**src/common/spsf_pkg.sv**
```systemverilog
`default_nettype none
package spsf_pkg;
   // Channel count and bus geometry
   localparam int CHN = 2;
   localparam int AW = 16;
   localparam int DW = 32;
   localparam int CW = 5;
   localparam logic [CW-1:0] TX_DEPTH = 5'h10;

   // Register byte addresses, one per channel
   localparam logic [CHN-1:0][AW-1:0] DISR_ADDR = {16'hf408, 16'hf308};
   localparam logic [CHN-1:0][AW-1:0] SCISR_ADDR = {16'hf40c, 16'hf30c};

   // DMA/interrupt status register fields
   localparam int B_ENT_BRK = 15;
   localparam int B_RX_EMPTY = 14;
   localparam int B_ENT_FE = 13;
   localparam int B_ENT_PE = 12;
   localparam int B_ENT_OE = 11;
   localparam int B_RX_ERR = 10;
   localparam int B_RX_TO = 9;
   localparam int B_TX_REQ = 8;
   localparam int B_RX_REQ = 7;
   localparam int B_STATUS_CHANGE_SUMMARY = 6;
   localparam int B_CNT_HI = 4;

   // Status change register fields, also the select field layout
   localparam int B_OVR = 5;
   localparam int B_CTS = 4;
   localparam int B_LIVE = 3;
   localparam int B_TXFREE = 2;
   localparam int B_ALLSENT = 1;
   localparam int B_SEEN = 0;
   localparam int SEL_W = 6;

   // CTS edge select codes
   localparam logic [1:0] CTS_RISE = 2'h1;
   localparam logic [1:0] CTS_FALL = 2'h2;
   localparam logic [1:0] CTS_BOTH = 2'h3;

   // Trigger level codes and byte counts
   localparam logic [1:0] TRIG_C1 = 2'h0;
   localparam logic [1:0] TRIG_C4 = 2'h1;
   localparam logic [1:0] TRIG_C8 = 2'h2;
   localparam logic [CW-1:0] LVL_1 = 5'h01;
   localparam logic [CW-1:0] LVL_4 = 5'h04;
   localparam logic [CW-1:0] LVL_8 = 5'h08;
   localparam logic [CW-1:0] LVL_12 = 5'h0c;

   // Receive trigger decode
   function automatic logic [CW-1:0] rx_trig(input logic [1:0] code);
      unique case (code)
         TRIG_C1: rx_trig = LVL_1;
         TRIG_C4: rx_trig = LVL_4;
         TRIG_C8: rx_trig = LVL_8;
         default: rx_trig = LVL_12;
      endcase
   endfunction

   // Transmit trigger decode, forbidden code acts as the largest level
   function automatic logic [CW-1:0] tx_trig(input logic [1:0] code);
      unique case (code)
         TRIG_C1: tx_trig = LVL_1;
         TRIG_C4: tx_trig = LVL_4;
         default: tx_trig = LVL_8;
      endcase
   endfunction

   // Flag block state
   typedef struct packed {
      logic ack;
      logic [DW-1:0] rdata;
      logic [CHN-1:0] ent_brk;
      logic [CHN-1:0] ent_fe;
      logic [CHN-1:0] ent_pe;
      logic [CHN-1:0] ent_oe;
      logic [CHN-1:0] pop_dly;
      logic [CHN-1:0] rx_err_ev;
      logic [CHN-1:0] rx_to_ev;
      logic [CHN-1:0] tx_req;
      logic [CHN-1:0] rx_req;
      logic [CHN-1:0] status_change_summary;
      logic [CHN-1:0] ovr_ev;
      logic [CHN-1:0] live_brk;
      logic [CHN-1:0] brk_seen;
      logic [CHN-1:0] rx_empty;
      logic [CHN-1:0] tx_free;
      logic [CHN-1:0] all_sent;
      logic [CHN-1:0] cts_prev;
   } spsf_state_s;

   localparam spsf_state_s STATE_RST = '{tx_req: '1, rx_empty: '1,
      tx_free: '1, all_sent: '1, default: '0};

   // Pin synchroniser state
   typedef struct packed {
      logic s1;
      logic s2;
      logic s3;
      logic lvl;
   } spsf_sync_s;
endpackage
`default_nettype wire

```
**src/rtl/spsf_top.sv**
```systemverilog
`default_nettype none
module spsf_top (
   input wire logic mclk_in, // System clock
   input wire logic rst_in, // Sync reset, high
   input wire logic [spsf_pkg::AW-1:0] avs_address_in, // Byte address
   input wire logic avs_read_in, // Read request
   input wire logic avs_write_in, // Write request
   input wire logic [spsf_pkg::DW-1:0] avs_writedata_in, // Write data
   input wire logic [3:0] avs_byteenable_in, // Byte lanes
   output logic [spsf_pkg::DW-1:0] avs_readdata_out, // Read data
   output logic avs_waitrequest_out, // Slave stall
   input wire logic [spsf_pkg::CHN-1:0] cts_pin_in, // CTS pins
   input wire logic [spsf_pkg::CHN-1:0][spsf_pkg::CW-1:0]
      rx_count_in, // Receive fill
   input wire logic [spsf_pkg::CHN-1:0] head_brk_in, // Head break tag
   input wire logic [spsf_pkg::CHN-1:0] head_fe_in, // Head frame tag
   input wire logic [spsf_pkg::CHN-1:0] head_pe_in, // Head parity tag
   input wire logic [spsf_pkg::CHN-1:0] head_oe_in, // Head overrun tag
   input wire logic [spsf_pkg::CHN-1:0] rx_pop_in, // Data port read
   input wire logic [spsf_pkg::CHN-1:0] rx_err_det_in, // Any rx error
   input wire logic [spsf_pkg::CHN-1:0] rx_ovr_det_in, // Overrun seen
   input wire logic [spsf_pkg::CHN-1:0] rx_timeout_in, // Rx time-out
   input wire logic [spsf_pkg::CHN-1:0] brk_det_in, // Break frame
   input wire logic [spsf_pkg::CHN-1:0] nonbrk_frame_in, // Normal frame
   input wire logic [spsf_pkg::CHN-1:0][spsf_pkg::CW-1:0]
      tx_free_in, // Free tx entries
   input wire logic [spsf_pkg::CHN-1:0] tx_shift_empty_in, // Shifters idle
   input wire logic [spsf_pkg::CHN-1:0][1:0]
      rx_trigger_level_in, // Rx trigger code
   input wire logic [spsf_pkg::CHN-1:0][1:0]
      tx_trigger_level_in, // Tx trigger code
   input wire logic [spsf_pkg::CHN-1:0][spsf_pkg::SEL_W-1:0]
      status_change_select_in, // Summary sources
   input wire logic [spsf_pkg::CHN-1:0][1:0]
      cts_edge_select_in, // CTS edge choice
   output logic [spsf_pkg::CHN-1:0] tx_level_request_out, // Tx request
   output logic [spsf_pkg::CHN-1:0] rx_level_request_out, // Rx request
   output logic [spsf_pkg::CHN-1:0] status_change_summary_out // Summary
);
   import spsf_pkg::*;

   spsf_state_s s_q, s_d;
   logic [CHN-1:0] cts_lvl;
   logic req;
   logic wr_now;
   logic [DW-1:0] bemask;
   logic [CHN-1:0][DW-1:0] dis_rd;
   logic [CHN-1:0][DW-1:0] sc_rd;
   logic [CHN-1:0][DW-1:0] dis_clr;
   logic [CHN-1:0][DW-1:0] sc_clr;

   // Bus handshake: one wait cycle, write lands at completion
   assign req = avs_read_in | avs_write_in;
   assign avs_waitrequest_out = req & ~s_q.ack;
   assign wr_now = avs_write_in & s_q.ack;
   assign bemask = {{8{avs_byteenable_in[3]}}, {8{avs_byteenable_in[2]}},
                    {8{avs_byteenable_in[1]}}, {8{avs_byteenable_in[0]}}};

   genvar g;
   generate
      for (g = 0; g < CHN; g++)
      begin : g_chan
         // CTS pin synchroniser
         spsf_sync u_cts (
            .mclk_in(mclk_in),
            .rst_in(rst_in),
            .pin_in(cts_pin_in[g]),
            .lvl_out(cts_lvl[g])
         );

         // Readback words, reserved bits zero
         assign dis_rd[g] = {16'h0000, s_q.ent_brk[g], s_q.rx_empty[g],
            s_q.ent_fe[g], s_q.ent_pe[g], s_q.ent_oe[g],
            s_q.rx_err_ev[g], s_q.rx_to_ev[g], s_q.tx_req[g],
            s_q.rx_req[g], s_q.status_change_summary[g], 1'b0, rx_count_in[g]};
         assign sc_rd[g] = {26'h0000000, s_q.ovr_ev[g], cts_lvl[g],
            s_q.live_brk[g], s_q.tx_free[g], s_q.all_sent[g],
            s_q.brk_seen[g]};

         // Clearing masks: only enabled lanes holding 0 clear
         assign dis_clr[g] = (wr_now && avs_address_in == DISR_ADDR[g]) ?
            (~avs_writedata_in & bemask) : '0;
         assign sc_clr[g] = (wr_now && avs_address_in == SCISR_ADDR[g]) ?
            (~avs_writedata_in & bemask) : '0;
      end
   endgenerate

   // Next state for bus and both channels
   always_comb
   begin
      logic rise;
      logic fall;
      logic cts_ev;
      logic load;
      logic [SEL_W-1:0] src;
      rise = 1'b0;
      fall = 1'b0;
      cts_ev = 1'b0;
      load = 1'b0;
      src = '0;
      s_d = s_q;
      s_d.ack = req & ~s_q.ack;
      if (req && !s_q.ack)
      begin
         s_d.rdata = '0;
         for (int c = 0; c < CHN; c++)
         begin
            if (avs_address_in == DISR_ADDR[c])
            begin
               s_d.rdata = dis_rd[c];
            end
            if (avs_address_in == SCISR_ADDR[c])
            begin
               s_d.rdata = sc_rd[c];
            end
         end
      end
      for (int c = 0; c < CHN; c++)
      begin
         // Entry tags follow the head after each data port read
         s_d.pop_dly[c] = rx_pop_in[c];
         load = s_q.pop_dly[c] || rx_count_in[c] == '0 ||
                s_q.rx_empty[c];
         if (load)
         begin
            s_d.ent_brk[c] = head_brk_in[c] & (rx_count_in[c] != '0);
            s_d.ent_fe[c] = head_fe_in[c] & (rx_count_in[c] != '0);
            s_d.ent_pe[c] = head_pe_in[c] & (rx_count_in[c] != '0);
            s_d.ent_oe[c] = head_oe_in[c] & (rx_count_in[c] != '0);
         end
         // Live levels
         s_d.rx_empty[c] = rx_count_in[c] == '0;
         s_d.tx_free[c] = tx_free_in[c] != '0;
         s_d.all_sent[c] = tx_free_in[c] == TX_DEPTH &&
                           tx_shift_empty_in[c];
         // Sticky events, set beats clear
         s_d.rx_err_ev[c] = rx_err_det_in[c] |
            (s_q.rx_err_ev[c] & ~dis_clr[c][B_RX_ERR]);
         s_d.rx_to_ev[c] = rx_timeout_in[c] |
            (s_q.rx_to_ev[c] & ~dis_clr[c][B_RX_TO]);
         s_d.tx_req[c] =
            (tx_free_in[c] >= tx_trig(tx_trigger_level_in[c])) |
            (s_q.tx_req[c] & ~dis_clr[c][B_TX_REQ]);
         s_d.rx_req[c] =
            (rx_count_in[c] >= rx_trig(rx_trigger_level_in[c])) |
            (s_q.rx_req[c] & ~dis_clr[c][B_RX_REQ]);
         s_d.ovr_ev[c] = rx_ovr_det_in[c] |
            (s_q.ovr_ev[c] & ~sc_clr[c][B_OVR]);
         s_d.brk_seen[c] = brk_det_in[c] |
            (s_q.brk_seen[c] & ~sc_clr[c][B_SEEN]);
         // Live break: set by break, dropped by a normal frame
         if (brk_det_in[c])
         begin
            s_d.live_brk[c] = 1'b1;
         end
         else if (nonbrk_frame_in[c])
         begin
            s_d.live_brk[c] = 1'b0;
         end
         // CTS edge per select code
         s_d.cts_prev[c] = cts_lvl[c];
         rise = cts_lvl[c] & ~s_q.cts_prev[c];
         fall = ~cts_lvl[c] & s_q.cts_prev[c];
         cts_ev = (cts_edge_select_in[c] == CTS_RISE && rise) ||
                  (cts_edge_select_in[c] == CTS_FALL && fall) ||
                  (cts_edge_select_in[c] == CTS_BOTH && (rise || fall));
         // Summary sources; overrun as level, CTS on its selected edge, others on rising
         src = '0;
         src[B_OVR] = s_d.ovr_ev[c];
         src[B_CTS] = cts_ev;
         src[B_LIVE] = s_d.live_brk[c] & ~s_q.live_brk[c];
         src[B_TXFREE] = s_d.tx_free[c] & ~s_q.tx_free[c];
         src[B_ALLSENT] = s_d.all_sent[c] & ~s_q.all_sent[c];
         src[B_SEEN] = s_d.brk_seen[c] & ~s_q.brk_seen[c];
         s_d.status_change_summary[c] = |(src & status_change_select_in[c]) |
            (s_q.status_change_summary[c] & ~dis_clr[c][B_STATUS_CHANGE_SUMMARY]);
      end
   end

   // State register
   always_ff @(posedge mclk_in)
   begin
      if (rst_in)
      begin
         s_q <= STATE_RST;
      end
      else
      begin
         s_q <= s_d;
      end
   end

   // Outputs from flops
   assign avs_readdata_out = s_q.rdata;
   assign tx_level_request_out = s_q.tx_req;
   assign rx_level_request_out = s_q.rx_req;
   assign status_change_summary_out = s_q.status_change_summary;

   // Per-channel checks and coverage
   generate
      for (g = 0; g < CHN; g++)
      begin : g_chk

      end
   endgenerate
endmodule // spsf_top
`default_nettype wire

```
**src/rtl/spsf_sync.sv**
```systemverilog
`default_nettype none
module spsf_sync (
   input wire logic mclk_in, // System clock
   input wire logic rst_in, // Sync reset, high
   input wire logic pin_in, // Asynchronous pin
   output logic lvl_out // Filtered level
);
   import spsf_pkg::*;

   spsf_sync_s s_q, s_d;

   // Three stages; level moves once stages two and three agree
   always_comb
   begin
      s_d = s_q;
      s_d.s1 = pin_in;
      s_d.s2 = s_q.s1;
      s_d.s3 = s_q.s2;
      if (s_q.s2 == s_q.s3)
      begin
         s_d.lvl = s_q.s3;
      end
   end

   // State register
   always_ff @(posedge mclk_in)
   begin
      if (rst_in)
      begin
         s_q <= '0;
      end
      else
      begin
         s_q <= s_d;
      end
   end

   assign lvl_out = s_q.lvl;
endmodule // spsf_sync
`default_nettype wire

```
**config.mk**
```make
export PLATFORM = sky130hd
export DESIGN_NAME = spsf_top
export DESIGN_NICKNAME = d
export VERILOG_FILES = /design/src/common/spsf_pkg.sv /design/src/rtl/spsf_top.sv /design/src/rtl/spsf_sync.sv
export SDC_FILE = /design/constraint.sdc
export NUM_CORES = 1
export LEC_CHECK = 0
export ABC_AREA = 1
export BUFFER_PORTS_ARGS = -buffer_cell sky130_fd_sc_hd__buf_4
export CAP_MARGIN = 10
export CORE_MARGIN = 4
export CORE_UTILIZATION = 50
export DETAILED_ROUTE_END_ITERATION = 10
export HOLD_SLACK_MARGIN = 0.06
export PLACE_DENSITY = 0.85
export REMOVE_ABC_BUFFERS = 1
export SLEW_MARGIN = 5
export SYNTH_ARGS = -nofsm -noshare
export SYNTH_HDL_FRONTEND = slang
export SYNTH_HIERARCHICAL = 1
export SYNTH_SLANG_ARGS = --single-unit
```
**constraint.sdc**
```tcl
create_clock -name mclk_in -period 2.08 [get_ports mclk_in]
set_input_delay 0.312 -clock mclk_in [delete_from_list [all_inputs] [get_ports mclk_in]]
set_output_delay 0.312 -clock mclk_in [all_outputs]
set_load 0.05 [all_outputs]
```
==> impl_metrics.env <==
export IMPL_numPortBuffers=119
export IMPL_postRouteWirelength_um=9076
export IMPL_die_width_um=91.71
export IMPL_synth_edf_count=0
export IMPL_area_of_the_die_sq_mm=0.008410
export IMPL_remaining_antenna_violation_count_after_routing=0
export IMPL_setup_tns_ns=0
export IMPL_preCtsSetupSlack_ns=0.3739
export IMPL_wl_per_cell_um=12.75
export IMPL_power_internal_mw=2.092
export IMPL_maximum_fanout_count_along_the_critical_path=26
export IMPL_place_inst=696
export IMPL_power_share_switching=0.2760
export IMPL_cts_resized_gates=0
export IMPL_postLayoutSetupSlackWorst_ns=0.4559
export IMPL_dr_max_layer_used="met4"
export IMPL_timing_critical_path_from_type="register"
export IMPL_place_gp_congestion=0.8514
export IMPL_count_of_filler_cells_inserted_in_the_layout=603
export IMPL_power_density_mw_per_mm2=646.1
export IMPL_timing_critical_path_max_delay_family="simple AND/OR/NAND/NOR gates"
export IMPL_rsz0062_at_grt="false"
export IMPL_critical_path_arrival_ns=1.89
export IMPL_most_common_cell_after_layout_fill_and_taps_aside="nand2_1"
export IMPL_path_class="reg -> reg"
export IMPL_critPathSlowestCell="nor2_4"
export IMPL_final_instance_count_excl_fill=712
export IMPL_final_period_utilization=0.7808
export IMPL_synth_yosys_seq_area_share=0.3371
export IMPL_finalSetupViolations=0
export IMPL_crit_path_max_incr_delay_ns=0.35
export IMPL_grt_max_degree=27
export IMPL_grt_antenna_before_repair=0
export IMPL_global_route_usage_total=0.2163
export IMPL_coreArea_sq_mm=0.006794
export IMPL_antennaDiodeCount=0
export IMPL_clkSinkCount=59
export IMPL_power_clock_fraction=0.406
export IMPL_fin_nets=751
export IMPL_post_cts_setup_buffer_count=0
export IMPL_register_to_register_setup_slack_ns=0.46
export IMPL_wire_length_of_the_first_global_routing_pass_um=14630
export IMPL_m1WireLength_um=3786
export IMPL_synth_cell_types=36
export IMPL_pin_count=163
export IMPL_async_flop_share=0
export IMPL_synth_flop_cell="dfxtp_1"
export IMPL_detailroute_via_count=3390
export IMPL_cts_clk_slew_worst_paths_ns=0.07
export IMPL_detail_route_drc_violations=0
export IMPL_routed_wl_met2_um=4502
export IMPL_viasPerCell=4.761
export IMPL_maxSlewViolCount=0
export IMPL_ir_drop_uv=355.2
export IMPL_grt_overflow=0
export IMPL_p_sw_uw=797.7
export IMPL_cells_after_synth=510
export IMPL_cp_num_buf_inv=1
export IMPL_worst_path_required_time_ns=2.34
export IMPL_synthesis_yosys_warnings=6
export IMPL_yosys_reg_bits=59
export IMPL_cts_htree_levels=3
export IMPL_mappedNetlistArea_sq_mm=0.003503
export IMPL_power_sequential_fraction=0.418
export IMPL_final_count_of_hold_timing_violations=0
export IMPL_fin_worst_hold_slack_ns=0.1799
export IMPL_numCtsBuffers=9
export IMPL_row_count=30
export IMPL_hold_class="in -> reg"
export IMPL_number_of_maximum_capacitance_violations=0
export IMPL_post_route_cells_drive_above_1_share=0.2825
export IMPL_mostFrequentLayoutCells="126 x nand2_1, 123 x buf_4, 66 x inv_1, 59 x dfxtp_1, 44 x nor2_1"
export IMPL_chipHeight_um=91.71
export IMPL_fin_skew_ns=0.006126
export IMPL_dpl_hpwl_um=7354
export IMPL_worstPathCellList="nor2_4 > inv_2 > nor2_1 > nand3_1 > a21oi_1"
export IMPL_met3_length_um=621
export IMPL_run_status="finished clean"
export IMPL_syn_avg_cell_area_sq_um=6.869
export IMPL_fmax_mhz=615.7
export IMPL_area_growth_pct=27.68
export IMPL_detailedRoute_firstIterationViolations=154
export IMPL_fin_crit_ns=1.624
export IMPL_clockRootBuffer="clkbuf_8"
export IMPL_floorplan_initialDensity=0.5157
export IMPL_clock_path_buffers=2
export IMPL_finalPower_mw=2.890
export IMPL_worstSkewPairLatency_ns=0.33
export IMPL_firstDrtPassIters=5
export IMPL_tritoncts_clock_tree="done"
export IMPL_combPwrFrac=0.176
export IMPL_seqCellArea_sq_mm=0.001181
export IMPL_grt_pass1_vias=3287
export IMPL_power_leakage_nw=2.244
export IMPL_cts_hold_repair_buffers=0
export IMPL_multiInputGateArea_sq_mm=0.001757
export IMPL_crit_path_capture_type="register"
## flip-flops by register name, indices dropped and copies added, names as in the netlist
signal / count
avs_readdata_out: 16
s_q: 15
dis_rd: 14
g_chan.u_cts/s_d: 4
g_chan.u_cts/lvl_out: 2
g_chan.u_cts/s_q: 2
rx_level_request_out: 2
status_change_summary_out: 2
tx_level_request_out: 2
## cell usage after synthesis (2+ instances only)
cell type | instances | area share
a21oi_2 | 10 | 0.025
nand3b_1 | 4 | 0.0086
or2_2 | 4 | 0.0071
a21oi_1 | 27 | 0.039
nor3_1 | 4 | 0.0057
nor2_4 | 3 | 0.0096
inv_1 | 66 | 0.071
buf_4 | 39 | 0.084
a21boi_0 | 3 | 0.0064
buf_1 | 2 | 0.0021
nand2_2 | 6 | 0.011
o21ai_1 | 2 | 0.0029
clkbuf_1 | 3 | 0.0032
o21ai_0 | 32 | 0.046
dfxtp_1 | 59 | 0.34
nand3_1 | 30 | 0.043
ha_1 | 16 | 0.057
nor2_1 | 44 | 0.047
a31oi_1 | 2 | 0.0036
nand4_1 | 4 | 0.0071
inv_2 | 2 | 0.0021
o21bai_1 | 3 | 0.0064
nor2_2 | 7 | 0.012
nand2_1 | 126 | 0.13
## routing by layer
layer / up-vias / GRT usage
met3: 15 / 0.05496
li1: 1760 / -
met2: 106 / 0.3798
met5: - / 0
met1: 1509 / 0.2510
met4: 0 / 0.08416
## cells by family (layout without fill, tap and decap cells)
| group | Yosys count | count (layout) | synth area share |
|---|---|---|---|
| AO/OA/AOI/OAI | 82 | 82 | 0.1346 |
| flip-flops | 59 | 59 | 0.3371 |
| other | 1 | 16 | 0.001070 |
| adder cells (fa/ha/maj) | 16 | 16 | 0.05714 |
| buffers and inverters | 118 | 209 | 0.1775 |
| AND/OR/NAND/NOR | 234 | 234 | 0.2925 |
## layout make-up
| class | instances | share of cell area |
|---|---|---|
| Multi-Input combinational cell | 348 | 0.3927 |
| Sequential cell | 59 | 0.2641 |
| Timing Repair Buffer | 123 | 0.2064 |
| Inverter | 70 | 0.05930 |
| Clock buffer | 10 | 0.03077 |
| Tap cell | 96 | 0.02685 |
| Clock inverter | 6 | 0.01986 |
## tightest hold or removal path, cell delays in order
cell and delay [ns]:
buf_4 0.07, inv_1 0.03, nor2_1 0.06
## worst paths after layout
kind	start	to	cells past startpoint
worst max-delay path	s_q[66]	avs_readdata_out[3]	5
worst min-delay path	cts_pin_in[0]	g_chan[0].u_cts/s_d[2]	3
worst max register to register	s_q[66]	avs_readdata_out[3]	5
worst min register to register	g_chan[0].u_cts/s_d[2]	g_chan[0].u_cts/s_d[1]	2
## stage by stage
stage          instance area, sq um  utilization
4_1_cts                        4473       0.6584
5_1_grt                        4473       0.6584
3_3_place_gp                   4247       0.6250
6_report                       4473       0.6584
2_1_floorplan                  3203            -
3_5_place_dp                   4247       0.6250
## power by group through the flow
stage,Combinational (mW),Clock (mW),Sequential [mW]
5_1_grt,0.561,1.23,1.21
3_3_place_gp,0.490,0,1.23
2_1_floorplan,0.231,0,1.26
3_5_place_dp,0.508,0,1.23
6_report,0.509,1.17,1.21
4_1_cts,0.510,1.19,1.21
(Power assumes the default switching activity.)
